### src/ssp_pkg.sv
// shared constants and types of the synchronous serial port
package ssp_pkg;
   // apb register byte offsets
   localparam logic [7:0] OFS_CTRL = 8'h00;
   localparam logic [7:0] OFS_TXB = 8'h04;
   localparam logic [7:0] OFS_RXB = 8'h08;
   localparam logic [7:0] OFS_BAUD = 8'h0C;
   // control view fields (channel disabled)
   localparam int unsigned CTL_BITS_LSB = 0;
   localparam int unsigned CTL_MSB_FIRST = 4;
   localparam int unsigned CTL_PHASE = 5;
   localparam int unsigned CTL_POLARITY = 6;
   localparam int unsigned CTL_MASTER = 14;
   localparam int unsigned CTL_ENABLE = 15;
   // status view fields (channel enabled)
   localparam int unsigned STS_TX_ERR = 8;
   localparam int unsigned STS_RX_ERR = 9;
   localparam int unsigned STS_PH_ERR = 10;
   localparam int unsigned STS_BR_ERR = 11;
   localparam int unsigned STS_BUSY = 12;
   // values after reset
   localparam logic [3:0] BITS_M1_RST = 4'h7;
   localparam logic [15:0] BAUD_RST = 16'h0000;
   // slave clock half period limit, least time rounded up
   localparam int unsigned CLK_PERIOD_PS = 5000;
   localparam int unsigned SLAVE_MIN_HALF_PS = 60606;
   localparam int unsigned SLAVE_MIN_HALF_CYC =
      (SLAVE_MIN_HALF_PS + CLK_PERIOD_PS - 1) / CLK_PERIOD_PS;
   localparam logic [4:0] GAP_MIN = 5'(SLAVE_MIN_HALF_CYC);

   // transfer states
   typedef enum logic [1:0] {
      SSP_IDLE = 2'b01,
      SSP_RUN = 2'b10
   } ssp_state_e_t;

   // configuration bits
   typedef struct packed {
      logic enable;
      logic master;
      logic polarity;
      logic phase;
      logic msb_first;
      logic [3:0] bits_m1;
   } ssp_cfg_t;

   // error flags
   typedef struct packed {
      logic baud;
      logic phase;
      logic rx;
      logic tx;
   } ssp_err_t;

   // whole state of the port
   typedef struct packed {
      ssp_cfg_t cfg;
      ssp_err_t err;
      ssp_state_e_t st;
      logic [15:0] baud;
      logic [15:0] txb;
      logic tx_full;
      logic [15:0] rxb;
      logic rx_full;
      logic [15:0] sr;
      logic [4:0] k;
      logic started;
      logic busy;
      logic dout;
      logic sclk;
      logic sclk_q;
      logic din_q;
      logic [4:0] gap;
      logic [2:0] sync1;
      logic [2:0] sync2;
      logic tx_irq;
      logic rx_irq;
      logic err_irq;
   } ssp_state_t;

   // baud generator state
   typedef struct packed {
      logic [15:0] cnt;
      logic tick;
   } ssp_baud_state_t;
endpackage

### src/ssp_baud_gen.sv
// reloadable baud tick generator, counts only while running
`timescale 1ns/100ps
`default_nettype none
module ssp_baud_gen #(
   parameter int unsigned W = 16
) (
   // clock and reset
   input wire logic clk_sys_in,
   input wire logic rst_n_in,
   // control
   input wire logic run_in,
   input wire logic [W-1:0] reload_in,
   // tick
   output logic tick_out
);
   ssp_pkg::ssp_baud_state_t s_r;
   ssp_pkg::ssp_baud_state_t s_nxt;

   // width check
   if (W < 2 || W > 16) begin : g_bad_w
      $error("ssp_baud_gen: W must be 2..16");
   end

   // reload when stopped, tick every reload+1 cycles when running
   always_comb begin
      s_nxt = s_r;
      s_nxt.tick = 1'b0;
      if (!run_in) begin
         s_nxt.cnt = 16'(reload_in);
      end else if (s_r.cnt == 16'h0000) begin
         s_nxt.tick = 1'b1; // zero reload ticks every cycle
         s_nxt.cnt = 16'(reload_in);
      end else begin
         s_nxt.cnt = s_r.cnt - 16'h0001;
      end
   end

   // state register
   always_ff @(posedge clk_sys_in or negedge rst_n_in) begin
      if (!rst_n_in) begin
         s_r <= '0;
      end else begin
         s_r <= s_nxt;
      end
   end

   assign tick_out = s_r.tick;
endmodule // ssp_baud_gen
`default_nettype wire

### src/ssp_port.sv
// synchronous serial master/slave port with apb registers
// Function
// - frame length programmable from 2 to 16 bits, tx and rx equal
// - shift-order bit 1 sends msb first, 0 sends lsb first
// - buffer data right aligned, frame lsb at bit 0
// - polarity bit sets clock idle level; idle high means falling leading edge
// - shift out on one edge, latch on the other; phase bit picks which
// - one shift register sends and receives together, bit for bit
// - holding buffer word moves to shift register once it is empty
// - master starts at once after load, slave waits for external clock
// - transfer start sets busy and pulses transmit request
// - frame end copies shift register to receive buffer, pulses receive request
// - busy clears with receive buffer load when no word is waiting
// - control register shows configuration when disabled, status when enabled
// - 16-bit baud counter runs only during a transfer
// - zero baud reload is a valid master setting
// - master shift clock divided by two for even duty cycle
// - requests for tx empty, rx full and rx, phase, baud, tx errors
// - master makes the shift clock, slave takes it from outside
// - slave drives first bit at load, master waits for next tick
// - data output keeps last bit; disabled outputs stay high
//
// The implementer's own choices: the APB slave port and the address map.
`timescale 1ns/100ps
`default_nettype none
module ssp_port (
   // clock and reset
   input wire logic clk_sys_in,
   input wire logic rst_n_in,
   // apb slave
   input wire logic psel_in,
   input wire logic penable_in,
   input wire logic pwrite_in,
   input wire logic [7:0] paddr_in,
   input wire logic [31:0] pwdata_in,
   output logic [31:0] prdata_out,
   output logic pready_out,
   output logic pslverr_out,
   // shift clock pin
   input wire logic shift_clock_pin_in,
   output logic shift_clock_pin_out,
   output logic shift_clock_pin_oe_out,
   // master data out / slave data in pin
   input wire logic master_out_slave_in_pin_in,
   output logic master_out_slave_in_pin_out,
   output logic master_out_slave_in_pin_oe_out,
   // master data in / slave data out pin
   input wire logic master_in_slave_out_pin_in,
   output logic master_in_slave_out_pin_out,
   output logic master_in_slave_out_pin_oe_out,
   // request lines
   output logic transmit_irq_request_out,
   output logic receive_irq_request_out,
   output logic error_irq_request_out
);
   ssp_pkg::ssp_state_t s_r;
   ssp_pkg::ssp_state_t s_nxt;
   logic rst_meta_r;
   logic rst_n_r;
   logic tick;
   logic baud_run;
   logic wr;
   logic rd;
   logic mapped;
   logic [4:0] nbits;
   logic [4:0] last_k;
   logic rx_pin;
   logic sclk_s;
   logic sedge;
   logic ev;
   logic latch;
   logic last;
   logic [15:0] shifted;
   logic [15:0] ctrl_view;

   // output bit of a word for the chosen order
   function automatic logic f_outbit(input logic [15:0] w, input logic msb,
                                     input logic [4:0] nb);
      f_outbit = msb ? w[4'(nb - 5'd1)] : w[0];
   endfunction

   // one shift step, received bit enters at the far end
   function automatic logic [15:0] f_shift(input logic [15:0] w, input logic msb,
                                           input logic [4:0] nb, input logic b);
      logic [15:0] t;
      t = msb ? {w[14:0], b} : {1'b0, w[15:1]};
      if (!msb) begin
         t[4'(nb - 5'd1)] = b; // right aligned result
      end
      f_shift = t;
   endfunction

   // reset release through two flip-flops
   always_ff @(posedge clk_sys_in or negedge rst_n_in) begin
      if (!rst_n_in) begin
         rst_meta_r <= 1'b0;
         rst_n_r <= 1'b0;
      end else begin
         rst_meta_r <= 1'b1;
         rst_n_r <= rst_meta_r;
      end
   end

   // baud tick generator, runs only in a master transfer
   assign baud_run = s_r.cfg.enable && s_r.cfg.master && (s_r.st == ssp_pkg::SSP_RUN);
   ssp_baud_gen #(
      .W(16)
   ) u_baud (
      .clk_sys_in(clk_sys_in),
      .rst_n_in(rst_n_r),
      .run_in(baud_run),
      .reload_in(s_r.baud),
      .tick_out(tick)
   );

   // frame length and bus decode
   assign nbits = (s_r.cfg.bits_m1 == 4'h0) ? 5'd2 : 5'(s_r.cfg.bits_m1) + 5'd1;
   assign last_k = 5'((nbits << 1) - 5'd1);
   assign wr = psel_in && penable_in && pwrite_in;
   assign rd = psel_in && penable_in && !pwrite_in;
   assign mapped = (paddr_in == ssp_pkg::OFS_CTRL) || (paddr_in == ssp_pkg::OFS_TXB) ||
                   (paddr_in == ssp_pkg::OFS_RXB) || (paddr_in == ssp_pkg::OFS_BAUD);
   // synchronised pins
   assign sclk_s = s_r.sync2[2];
   assign rx_pin = s_r.cfg.master ? s_r.sync2[0] : s_r.sync2[1];
   assign sedge = s_r.cfg.enable && !s_r.cfg.master && (sclk_s != s_r.sclk_q);
   // one edge of the shift clock, generated or received
   assign ev = s_r.cfg.master ? (tick && s_r.started && s_r.st == ssp_pkg::SSP_RUN) :
               (sedge && (s_r.st == ssp_pkg::SSP_RUN || !s_r.tx_full));
   assign latch = ~s_r.k[0] ^ s_r.cfg.phase;
   assign last = (s_r.k == last_k);
   assign shifted = f_shift(s_r.sr, s_r.cfg.msb_first, nbits, rx_pin);

   // next-state logic
   always_comb begin
      s_nxt = s_r;
      s_nxt.tx_irq = 1'b0;
      s_nxt.rx_irq = 1'b0;
      s_nxt.err_irq = 1'b0;
      s_nxt.sync1 = {shift_clock_pin_in, master_out_slave_in_pin_in, master_in_slave_out_pin_in};
      s_nxt.sync2 = s_r.sync1;
      s_nxt.sclk_q = sclk_s;
      s_nxt.din_q = rx_pin;
      s_nxt.gap = (s_r.gap == 5'h1F) ? s_r.gap : s_r.gap + 5'd1;
      // reads and control writes clear before hardware sets
      if (rd && paddr_in == ssp_pkg::OFS_RXB) begin
         s_nxt.rx_full = 1'b0;
      end
      if (wr && paddr_in == ssp_pkg::OFS_CTRL) begin
         if (!s_r.cfg.enable) begin
            s_nxt.cfg.bits_m1 = pwdata_in[ssp_pkg::CTL_BITS_LSB +: 4];
            s_nxt.cfg.msb_first = pwdata_in[ssp_pkg::CTL_MSB_FIRST];
            s_nxt.cfg.phase = pwdata_in[ssp_pkg::CTL_PHASE];
            s_nxt.cfg.polarity = pwdata_in[ssp_pkg::CTL_POLARITY];
         end else begin
            // status view: writing zero clears an error flag
            s_nxt.err.tx = s_r.err.tx & pwdata_in[ssp_pkg::STS_TX_ERR];
            s_nxt.err.rx = s_r.err.rx & pwdata_in[ssp_pkg::STS_RX_ERR];
            s_nxt.err.phase = s_r.err.phase & pwdata_in[ssp_pkg::STS_PH_ERR];
            s_nxt.err.baud = s_r.err.baud & pwdata_in[ssp_pkg::STS_BR_ERR];
         end
         s_nxt.cfg.master = pwdata_in[ssp_pkg::CTL_MASTER];
         s_nxt.cfg.enable = pwdata_in[ssp_pkg::CTL_ENABLE];
      end
      if (wr && paddr_in == ssp_pkg::OFS_BAUD) begin
         s_nxt.baud = pwdata_in[15:0];
      end
      // transfer engine
      if (!s_r.cfg.enable) begin
         s_nxt.st = ssp_pkg::SSP_IDLE;
         s_nxt.busy = 1'b0;
         s_nxt.dout = 1'b1;
         s_nxt.sclk = s_r.cfg.polarity;
      end else begin
         // load an idle shift register from the holding buffer
         if (s_r.st == ssp_pkg::SSP_IDLE && s_r.tx_full) begin
            s_nxt.sr = s_r.txb;
            s_nxt.tx_full = 1'b0;
            s_nxt.st = ssp_pkg::SSP_RUN;
            s_nxt.busy = 1'b1;
            s_nxt.tx_irq = 1'b1;
            s_nxt.k = 5'd0;
            s_nxt.started = !s_r.cfg.master;
            s_nxt.sclk = s_r.cfg.polarity;
            if (!s_r.cfg.master) begin
               s_nxt.dout = f_outbit(s_r.txb, s_r.cfg.msb_first, nbits);
            end
         end else if (s_r.st == ssp_pkg::SSP_IDLE) begin
            s_nxt.sclk = s_r.cfg.polarity;
         end
         // master: first tick only places the first bit
         if (s_r.cfg.master && tick && !s_r.started) begin
            s_nxt.dout = f_outbit(s_r.sr, s_r.cfg.msb_first, nbits);
            s_nxt.started = 1'b1;
         end
         // slave clocked with nothing loaded: old contents go out
         if (!s_r.cfg.master && ev && s_r.st == ssp_pkg::SSP_IDLE) begin
            s_nxt.err.tx = 1'b1;
            s_nxt.err_irq = 1'b1;
            s_nxt.st = ssp_pkg::SSP_RUN;
            s_nxt.busy = 1'b1;
            s_nxt.k = 5'd0;
         end
         // slave edges closer than the allowed half period
         if (sedge) begin
            s_nxt.gap = 5'd0;
            if (s_r.gap < ssp_pkg::GAP_MIN - 5'd1) begin
               s_nxt.err.baud = 1'b1;
               s_nxt.err_irq = 1'b1;
            end
         end
         if (ev) begin
            if (s_r.cfg.master) begin
               s_nxt.sclk = ~s_r.sclk; // one toggle per tick
            end
            s_nxt.k = s_r.k + 5'd1;
            if (latch) begin
               s_nxt.sr = shifted;
               if (!s_r.cfg.master && rx_pin != s_r.din_q) begin
                  s_nxt.err.phase = 1'b1;
                  s_nxt.err_irq = 1'b1;
               end
            end else if (!last) begin
               s_nxt.dout = f_outbit(s_r.sr, s_r.cfg.msb_first, nbits);
            end
            if (last) begin
               // phase 0 ends on a shift edge: the word is already complete
               s_nxt.rxb = latch ? shifted : s_r.sr;
               s_nxt.rx_irq = 1'b1;
               if (s_r.rx_full && !(rd && paddr_in == ssp_pkg::OFS_RXB)) begin
                  s_nxt.err.rx = 1'b1;
                  s_nxt.err_irq = 1'b1;
               end
               s_nxt.rx_full = 1'b1;
               if (s_r.tx_full) begin
                  s_nxt.sr = s_r.txb; // back to back
                  s_nxt.tx_full = 1'b0;
                  s_nxt.tx_irq = 1'b1;
                  s_nxt.k = 5'd0;
                  s_nxt.started = !s_r.cfg.master;
                  if (!s_r.cfg.master) begin
                     s_nxt.dout = f_outbit(s_r.txb, s_r.cfg.msb_first, nbits);
                  end
               end else begin
                  s_nxt.busy = 1'b0;
                  s_nxt.st = ssp_pkg::SSP_IDLE;
               end
            end
         end
      end
      // holding buffer write wins over a load in the same cycle
      if (wr && paddr_in == ssp_pkg::OFS_TXB) begin
         s_nxt.txb = pwdata_in[15:0];
         s_nxt.tx_full = 1'b1;
      end
   end

   // state register
   always_ff @(posedge clk_sys_in or negedge rst_n_r) begin
      if (!rst_n_r) begin
         s_r <= '0;
         s_r.st <= ssp_pkg::SSP_IDLE;
         s_r.cfg.bits_m1 <= ssp_pkg::BITS_M1_RST;
         s_r.baud <= ssp_pkg::BAUD_RST;
         s_r.dout <= 1'b1;
         s_r.sclk <= 1'b0;
      end else begin
         s_r <= s_nxt;
      end
   end

   // control register read view, busy has no write path
   always_comb begin
      ctrl_view = 16'h0000;
      ctrl_view[ssp_pkg::CTL_MASTER] = s_r.cfg.master;
      ctrl_view[ssp_pkg::CTL_ENABLE] = s_r.cfg.enable;
      if (s_r.cfg.enable) begin
         ctrl_view[ssp_pkg::CTL_BITS_LSB +: 4] = s_r.k[4:1];
         ctrl_view[ssp_pkg::STS_TX_ERR] = s_r.err.tx;
         ctrl_view[ssp_pkg::STS_RX_ERR] = s_r.err.rx;
         ctrl_view[ssp_pkg::STS_PH_ERR] = s_r.err.phase;
         ctrl_view[ssp_pkg::STS_BR_ERR] = s_r.err.baud;
         ctrl_view[ssp_pkg::STS_BUSY] = s_r.busy;
      end else begin
         ctrl_view[ssp_pkg::CTL_BITS_LSB +: 4] = s_r.cfg.bits_m1;
         ctrl_view[ssp_pkg::CTL_MSB_FIRST] = s_r.cfg.msb_first;
         ctrl_view[ssp_pkg::CTL_PHASE] = s_r.cfg.phase;
         ctrl_view[ssp_pkg::CTL_POLARITY] = s_r.cfg.polarity;
      end
   end

   // apb read mux, zero wait states
   always_comb begin
      prdata_out = 32'h0000_0000;
      if (rd) begin
         case (paddr_in)
            ssp_pkg::OFS_CTRL: prdata_out = {16'h0000, ctrl_view};
            ssp_pkg::OFS_TXB: prdata_out = {16'h0000, s_r.txb};
            ssp_pkg::OFS_RXB: prdata_out = {16'h0000, s_r.rxb};
            ssp_pkg::OFS_BAUD: prdata_out = {16'h0000, s_r.baud};
            default: prdata_out = 32'h0000_0000;
         endcase
      end
   end
   assign pready_out = 1'b1;
   assign pslverr_out = psel_in && penable_in && !mapped;

   // pins: master drives clock and data out, slave drives its data out
   assign shift_clock_pin_out = s_r.cfg.enable ? s_r.sclk : 1'b1;
   assign shift_clock_pin_oe_out = s_r.cfg.enable && s_r.cfg.master;
   assign master_out_slave_in_pin_out = s_r.dout;
   assign master_out_slave_in_pin_oe_out = s_r.cfg.enable && s_r.cfg.master;
   assign master_in_slave_out_pin_out = s_r.dout;
   assign master_in_slave_out_pin_oe_out = s_r.cfg.enable && !s_r.cfg.master;
   // request pulses
   assign transmit_irq_request_out = s_r.tx_irq;
   assign receive_irq_request_out = s_r.rx_irq;
   assign error_irq_request_out = s_r.err_irq;
endmodule // ssp_port
`default_nettype wire

### config.mk
export PLATFORM = sky130hd
export DESIGN_NAME = ssp_port
export DESIGN_NICKNAME = d
export VERILOG_FILES = /design/src/ssp_pkg.sv /design/src/ssp_baud_gen.sv /design/src/ssp_port.sv
export SDC_FILE = /design/constraint.sdc
export NUM_CORES = 1
export LEC_CHECK = 0
export ABC_AREA = 1
export ABC_CLOCK_PERIOD_IN_PS = 3650
export BUFFER_PORTS_ARGS = -buffer_cell sky130_fd_sc_hd__buf_4
export CORE_UTILIZATION = 40
export DETAILED_ROUTE_END_ITERATION = 12
export GPL_TIMING_DRIVEN = 1
export PLACE_DENSITY = 0.7
export SKIP_CTS_REPAIR_TIMING = 1
export SLEW_MARGIN = 40
export SYNTH_ARGS = -nofsm -noshare
export SYNTH_HDL_FRONTEND = slang
export SYNTH_HIERARCHICAL = 1
export SYNTH_SLANG_ARGS = --single-unit
### constraint.sdc
create_clock -name clk_sys_in -period 3.65 [get_ports clk_sys_in]
set_input_delay 0.1825 -clock clk_sys_in [delete_from_list [all_inputs] [get_ports clk_sys_in]]
set_output_delay 0.1825 -clock clk_sys_in [all_outputs]
set_load 0.05 [all_outputs]
# After elaboration in Yosys (flattened, before gate mapping)
# Cells that the tools add are included.
word_totals:
  latchBits: 0
  input_bits: 48
  mem_bits_ro: 0
  wordCells: 181
  mem_bits_rw: 0
  reg_bits: 125
  n_memories: 0
  output_inout_bits: 43
classes:
  magnitude_cmp: 3
  bitwise: 8
  mul: 0
  add_sub_neg: 6
  n_div: 0
  eq_ne: 10
  mux: 80
  n_shift: 0
  reduce_logical: 40
ops:
  columns: ["op", "count"]
  rows:
  - ["16-bit two-way mux", 7]
  - ["16-bit one-hot mux with 4 select lines", 1]
  - ["24-bit two-way mux", 2]
  - ["43-bit two-way mux", 1]
  - ["42-bit two-way mux", 1]
  - ["1-bit two-way mux", 40]
  - ["40-bit two-way mux", 1]
  - ["5-bit two-way mux", 5]
  - ["1-bit logical AND", 23]
  - ["22-bit two-way mux", 1]
  - ["4-bit two-way mux", 5]
  - ["3-bit two-way mux", 6]
  - ["16-bit bitwise mux", 1]
  - ["8-bit by 4-bit equality test with 1-bit output (second input constant)", 2]
  - ["16-bit zero test", 1]
  - ["16-bit by 1-bit subtractor with 16-bit output (second input constant)", 1]
  - ["2-bit two-way mux", 6]
  - ["5-bit by 1-bit adder with 5-bit output (second input constant)", 2]
  - ["1-bit binary-select mux with 4-bit select", 2]
  - ["8-bit by 3-bit equality test with 1-bit output (second input constant)", 1]
  - ["8-bit zero test", 1]
  - ["1-bit zero test", 6]
  - ["5-bit equality test", 1]
  - ["5-bit equality test (second input constant)", 1]
  - ["other kinds (19)", 29]

# Longest topological paths before layout
depth:
  ltp_word: 18
  mapped_depth: 18
  ltp_nobuf: 15

# Modules after synthesis
# Netlist, hierarchy kept.
by_module_without_submodules:
  columns: ["mod", "area_each_um2", "cells_per_inst", "seq_area_each_um2", "n_inst"]
  rows:
  - ["ssp_port", 6463.7, 881, 2708.8, 1]
  - ["ssp_baud_gen", 1206.2, 184, 425.4, 1]

# Worst setup path before layout
# No wires, ideal clock.
synth_path:
  path_kind: "flip-flop to flip-flop"
  startpoint: "reg s_r[97] (netlist name)"
  endpoint: "reg s_r (netlist bit master_in_slave_out_pin_out)"
  path_stages_with_launch: 19
  arrival_ps: 2764
  path_slack_ps: 807
  required_time_ps: 3571
  n_path_buf: 3
  period_less_slack_ps: 2843
  setup_time_ps: 79
  cell_sequence: "dfstp_2 > inv_2 > clkbuf_1 > ha_1 > nand2_4 > nand2_1 > buf_2 > inv_1 > ha_1 > clkbuf_1 > inv_1 > nand3_1 > nand3_1 > nand3_1 > nand3_1 > nand3_1 > nand3_1 > a21oi_1 > nand2_1"
synth_lines:
  columns: ["item", "line", "source"]
  rows:
  - ["to (signal assigned)", "ssp_port.sv:268", "s_r <= s_nxt;"]
  - ["to (decl)", "ssp_port.sv:56", "ssp_pkg::ssp_state_t s_r;"]

==> impl_metrics.env <==
export IMPL_status="complete, no violations"
export IMPL_placed_cells=1324
export IMPL_die_y_um=140
export IMPL_hold_viol=0
export IMPL_fin_worst_skew_ps=9.09
export IMPL_htree_levels=4
export IMPL_cp_max_fo=33
export IMPL_fill_cells=1898
export IMPL_critPathBufInv=2
export IMPL_layoutNonFillerInstCount=1363
export IMPL_busiest_layer="met2"
export IMPL_grtUsageMet1_pct=33.4
export IMPL_numCtsBuffers=17
export IMPL_clk_latency_ps=420
export IMPL_setup_viol=0
export IMPL_rr_worst_depth=11
export IMPL_die_x_um=140
export IMPL_cts_sinks=125
export IMPL_drt_iter0_markers=818
export IMPL_critPathSlowestCell="dfstp_2"
export IMPL_power_density_nw_per_um2=557
export IMPL_ant_nets=0
export IMPL_met2_usage_pct=38.0
export IMPL_critPathTopFamily="simple AND/OR/NAND/NOR gates"
export IMPL_r2r_start="s_r[97]$_DFFE_PN1P_"
export IMPL_num_io_pins=91
export IMPL_via_per_inst=5.54
export IMPL_wl_per_cell_um=17.3
export IMPL_rsz0062_at_grt="no"
export IMPL_area_growth_pct=16.2
export IMPL_synthCells=1065
export IMPL_pwr_share_comb_pct=29.4
export IMPL_synth_edff_count=0
export IMPL_hp_class="in -> reg"
export IMPL_syn_area_sq_um=7670
export IMPL_grt_use_met3_pct=6.09
export IMPL_r2r_slack_ps=440
export IMPL_drive_gt1_share_pct=12.7
export IMPL_final_cell_mix="nand2_1 (281), inv_1 (120), dfrtp_1 (119)"
export IMPL_max_stage_delay_ps=600
export IMPL_drv_cap=0
export IMPL_synth_avg_cell_area_sq_um=7.20
export IMPL_diodes=0
export IMPL_drcViolationCount=0
export IMPL_synth_warnings=6
export IMPL_port_buffers=57
export IMPL_antenna_found_initial=0
export IMPL_grtUsageTotal_pct=24.6
export IMPL_grt_pass1_wl_um=37200
export IMPL_drv_slew=0
export IMPL_core_sq_um=18800
export IMPL_cp_data_required_time_ps=3990
export IMPL_fp_row_count=50
export IMPL_drt_pass1_iter_count=6
export IMPL_place_ws_ps=585
export IMPL_worstHoldPathCells=3
export IMPL_clkTransAtPathRegs_ps=60
export IMPL_initial_core_util_pct=40.9
export IMPL_grt_pass1_vias=6995
export IMPL_fin_ws_ps=440
export IMPL_yosysUniqueCellTypes=47
export IMPL_finalCritPeriodShare_pct=88.0
export IMPL_seq_area_frac_synth_pct=40.9
export IMPL_seq_power_share_pct=35.3
export IMPL_clkPwrFrac_pct=35.3
export IMPL_ys_flop_type="dfrtp_1"
export IMPL_cp_startpoint="s_r[97]$_DFFE_PN1P_"
export IMPL_worstSetupPathDepth=11
export IMPL_cts_tree="yes"
export IMPL_fin_tns_setup_ps=0
export IMPL_maxSlewHeadroom_pct=55.5
export IMPL_peakVddDrop_mv=0.378
export IMPL_vias=7545
export IMPL_internal_power_uw=3190
export IMPL_crit_chain="inv_2 > ha_1 > nand2_4 > nand2_1 > xor2_1 > nand2_1 > nor2_1 > nand2_1 > inv_2 > nor2_1 > a31oi_1"
export IMPL_root_buffer="clkbuf_16"
export IMPL_async_flop_share_pct=100
export IMPL_final_common_cell="nand2_1"
export IMPL_path_class="reg -> reg"
export IMPL_grt_overflow=0
export IMPL_cp_arrival_ps=3550
export IMPL_place_hpwl_um=17200
export IMPL_nets=1173
export IMPL_startpoint_type="flip-flop"
export IMPL_cp_common_cell="nand2_1"
export IMPL_clock_path_buffers=2
export IMPL_gp_congestion=0.915
export IMPL_die_area_sq_um=19700
export IMPL_fmax_mhz=311
export IMPL_end_kind="flip-flop"
export IMPL_hold_start="pwdata_in[11]"
export IMPL_ys_ff_latch=125
export IMPL_sw_frac_of_total_pct=35.8
export IMPL_p_leak_uw=0.00444
export IMPL_fin_crit_ps=3210
export IMPL_grt_max_degree=63
export IMPL_p_switching_uw=1780
export IMPL_routed_wirelength_um=23500
export IMPL_tightestPinTransition_ps=666
worst register-to-register path, cell delays in order (launching register included):
cell	delay, ps
dfstp_2	600
inv_2	160
ha_1	270
nand2_4	190
nand2_1	270
xor2_1	310
nand2_1	100
nor2_1	220
nand2_1	250
inv_2	480
nor2_1	90
a31oi_1	180
cells in the mapped netlist (11+ instances only):
cell type	n	area, sq um
a221oi_1	11	96.3
clkbuf_1	28	105
nor2_1	91	342
o21ai_0	116	581
buf_4	21	158
a21oi_1	31	155
a31oi_1	24	150
inv_1	120	450
nor2_2	13	81.3
dfrtp_1	120	3000
o221ai_1	13	114
nand3_1	87	435
nand2_1	283	1060
xor2_1	11	96.3
per-stage QoR:
step | hold slack (ps) | utilization, % | instance area, sq um | total power, uW
2_1_floorplan | -113 | - | 7730 | 2840
3_3_place_gp | -34.2 | 43.8 | 8220 | 3150
3_5_place_dp | -34.3 | 43.8 | 8220 | 3190
4_1_cts | -483 | 47.0 | 8820 | 4930
5_1_grt | 15.4 | 47.5 | 8910 | 5240
6_report | 14.2 | 47.5 | 8910 | 4960
sequential cells by signal (all words and copies together) (netlist names):
signal                       flops
s_nxt                            4
rst_meta_r                       1
transmit_irq_request_out         1
s_r                             96
master_in_slave_out_pin_out      1
u_baud/tick_out                  1
error_irq_request_out            1
rst_n_r                          1
u_baud/s_r                      16
receive_irq_request_out          1
ctrl_view                        2
worst paths after layout:
check | end
max | s_r[46]$_DFFE_PN0P_
min | s_r[96]$_DFF_PN0_
max reg2reg | s_r[46]$_DFFE_PN0P_
min reg2reg | s_r[62]$_DFFE_PN0P_
max in group asynchronous | s_r[33]$_DFFE_PN0P_
min in group asynchronous | rst_n_r$_DFF_PN0_
routing by layer:
| metal | vias up | part of all wire (%) |
|---|---|---|
| met3 | 43 | 9.2 |
| li1 | 3573 | - |
| met4 | 0 | 2.3 |
| met5 | - | 0 |
| met2 | 373 | 45 |
| met1 | 3556 | 43 |
power groups by stage:
stage | Sequential (uW) | Combinational, uW | Clock [uW]
after floorplan | 1740 | 1100 | 0
after global placement | 1770 | 1380 | 0
after detailed placement | 1770 | 1410 | 0
after CTS | 1750 | 1430 | 1750
after global routing | 1770 | 1640 | 1830
final | 1750 | 1460 | 1750
cells by family after synthesis:
family                     share of synthesized area (%)
and+or+nand+nor                                     28.1
AOI/OAI and AO/OA                                   17.2
buffers and inverters                               10.6
DFF                                                 40.9
xor gates and xnor gates                            1.71
adders and majority gates                           1.47
other                                             0.0979
layout make-up:
cell class | count | area (sq um) | share of cell area [%]
multi-input cells | 769 | 3790 | 42.5
repair buffers | 76 | 611 | 6.85
well taps | 234 | 293 | 3.29
clock buffers | 21 | 460 | 5.17
inverters | 127 | 477 | 5.35
flip-flops and latches | 125 | 3140 | 35.2
clock inverters | 11 | 143 | 1.60
Note: power is estimated with default switching activity, not from simulation.
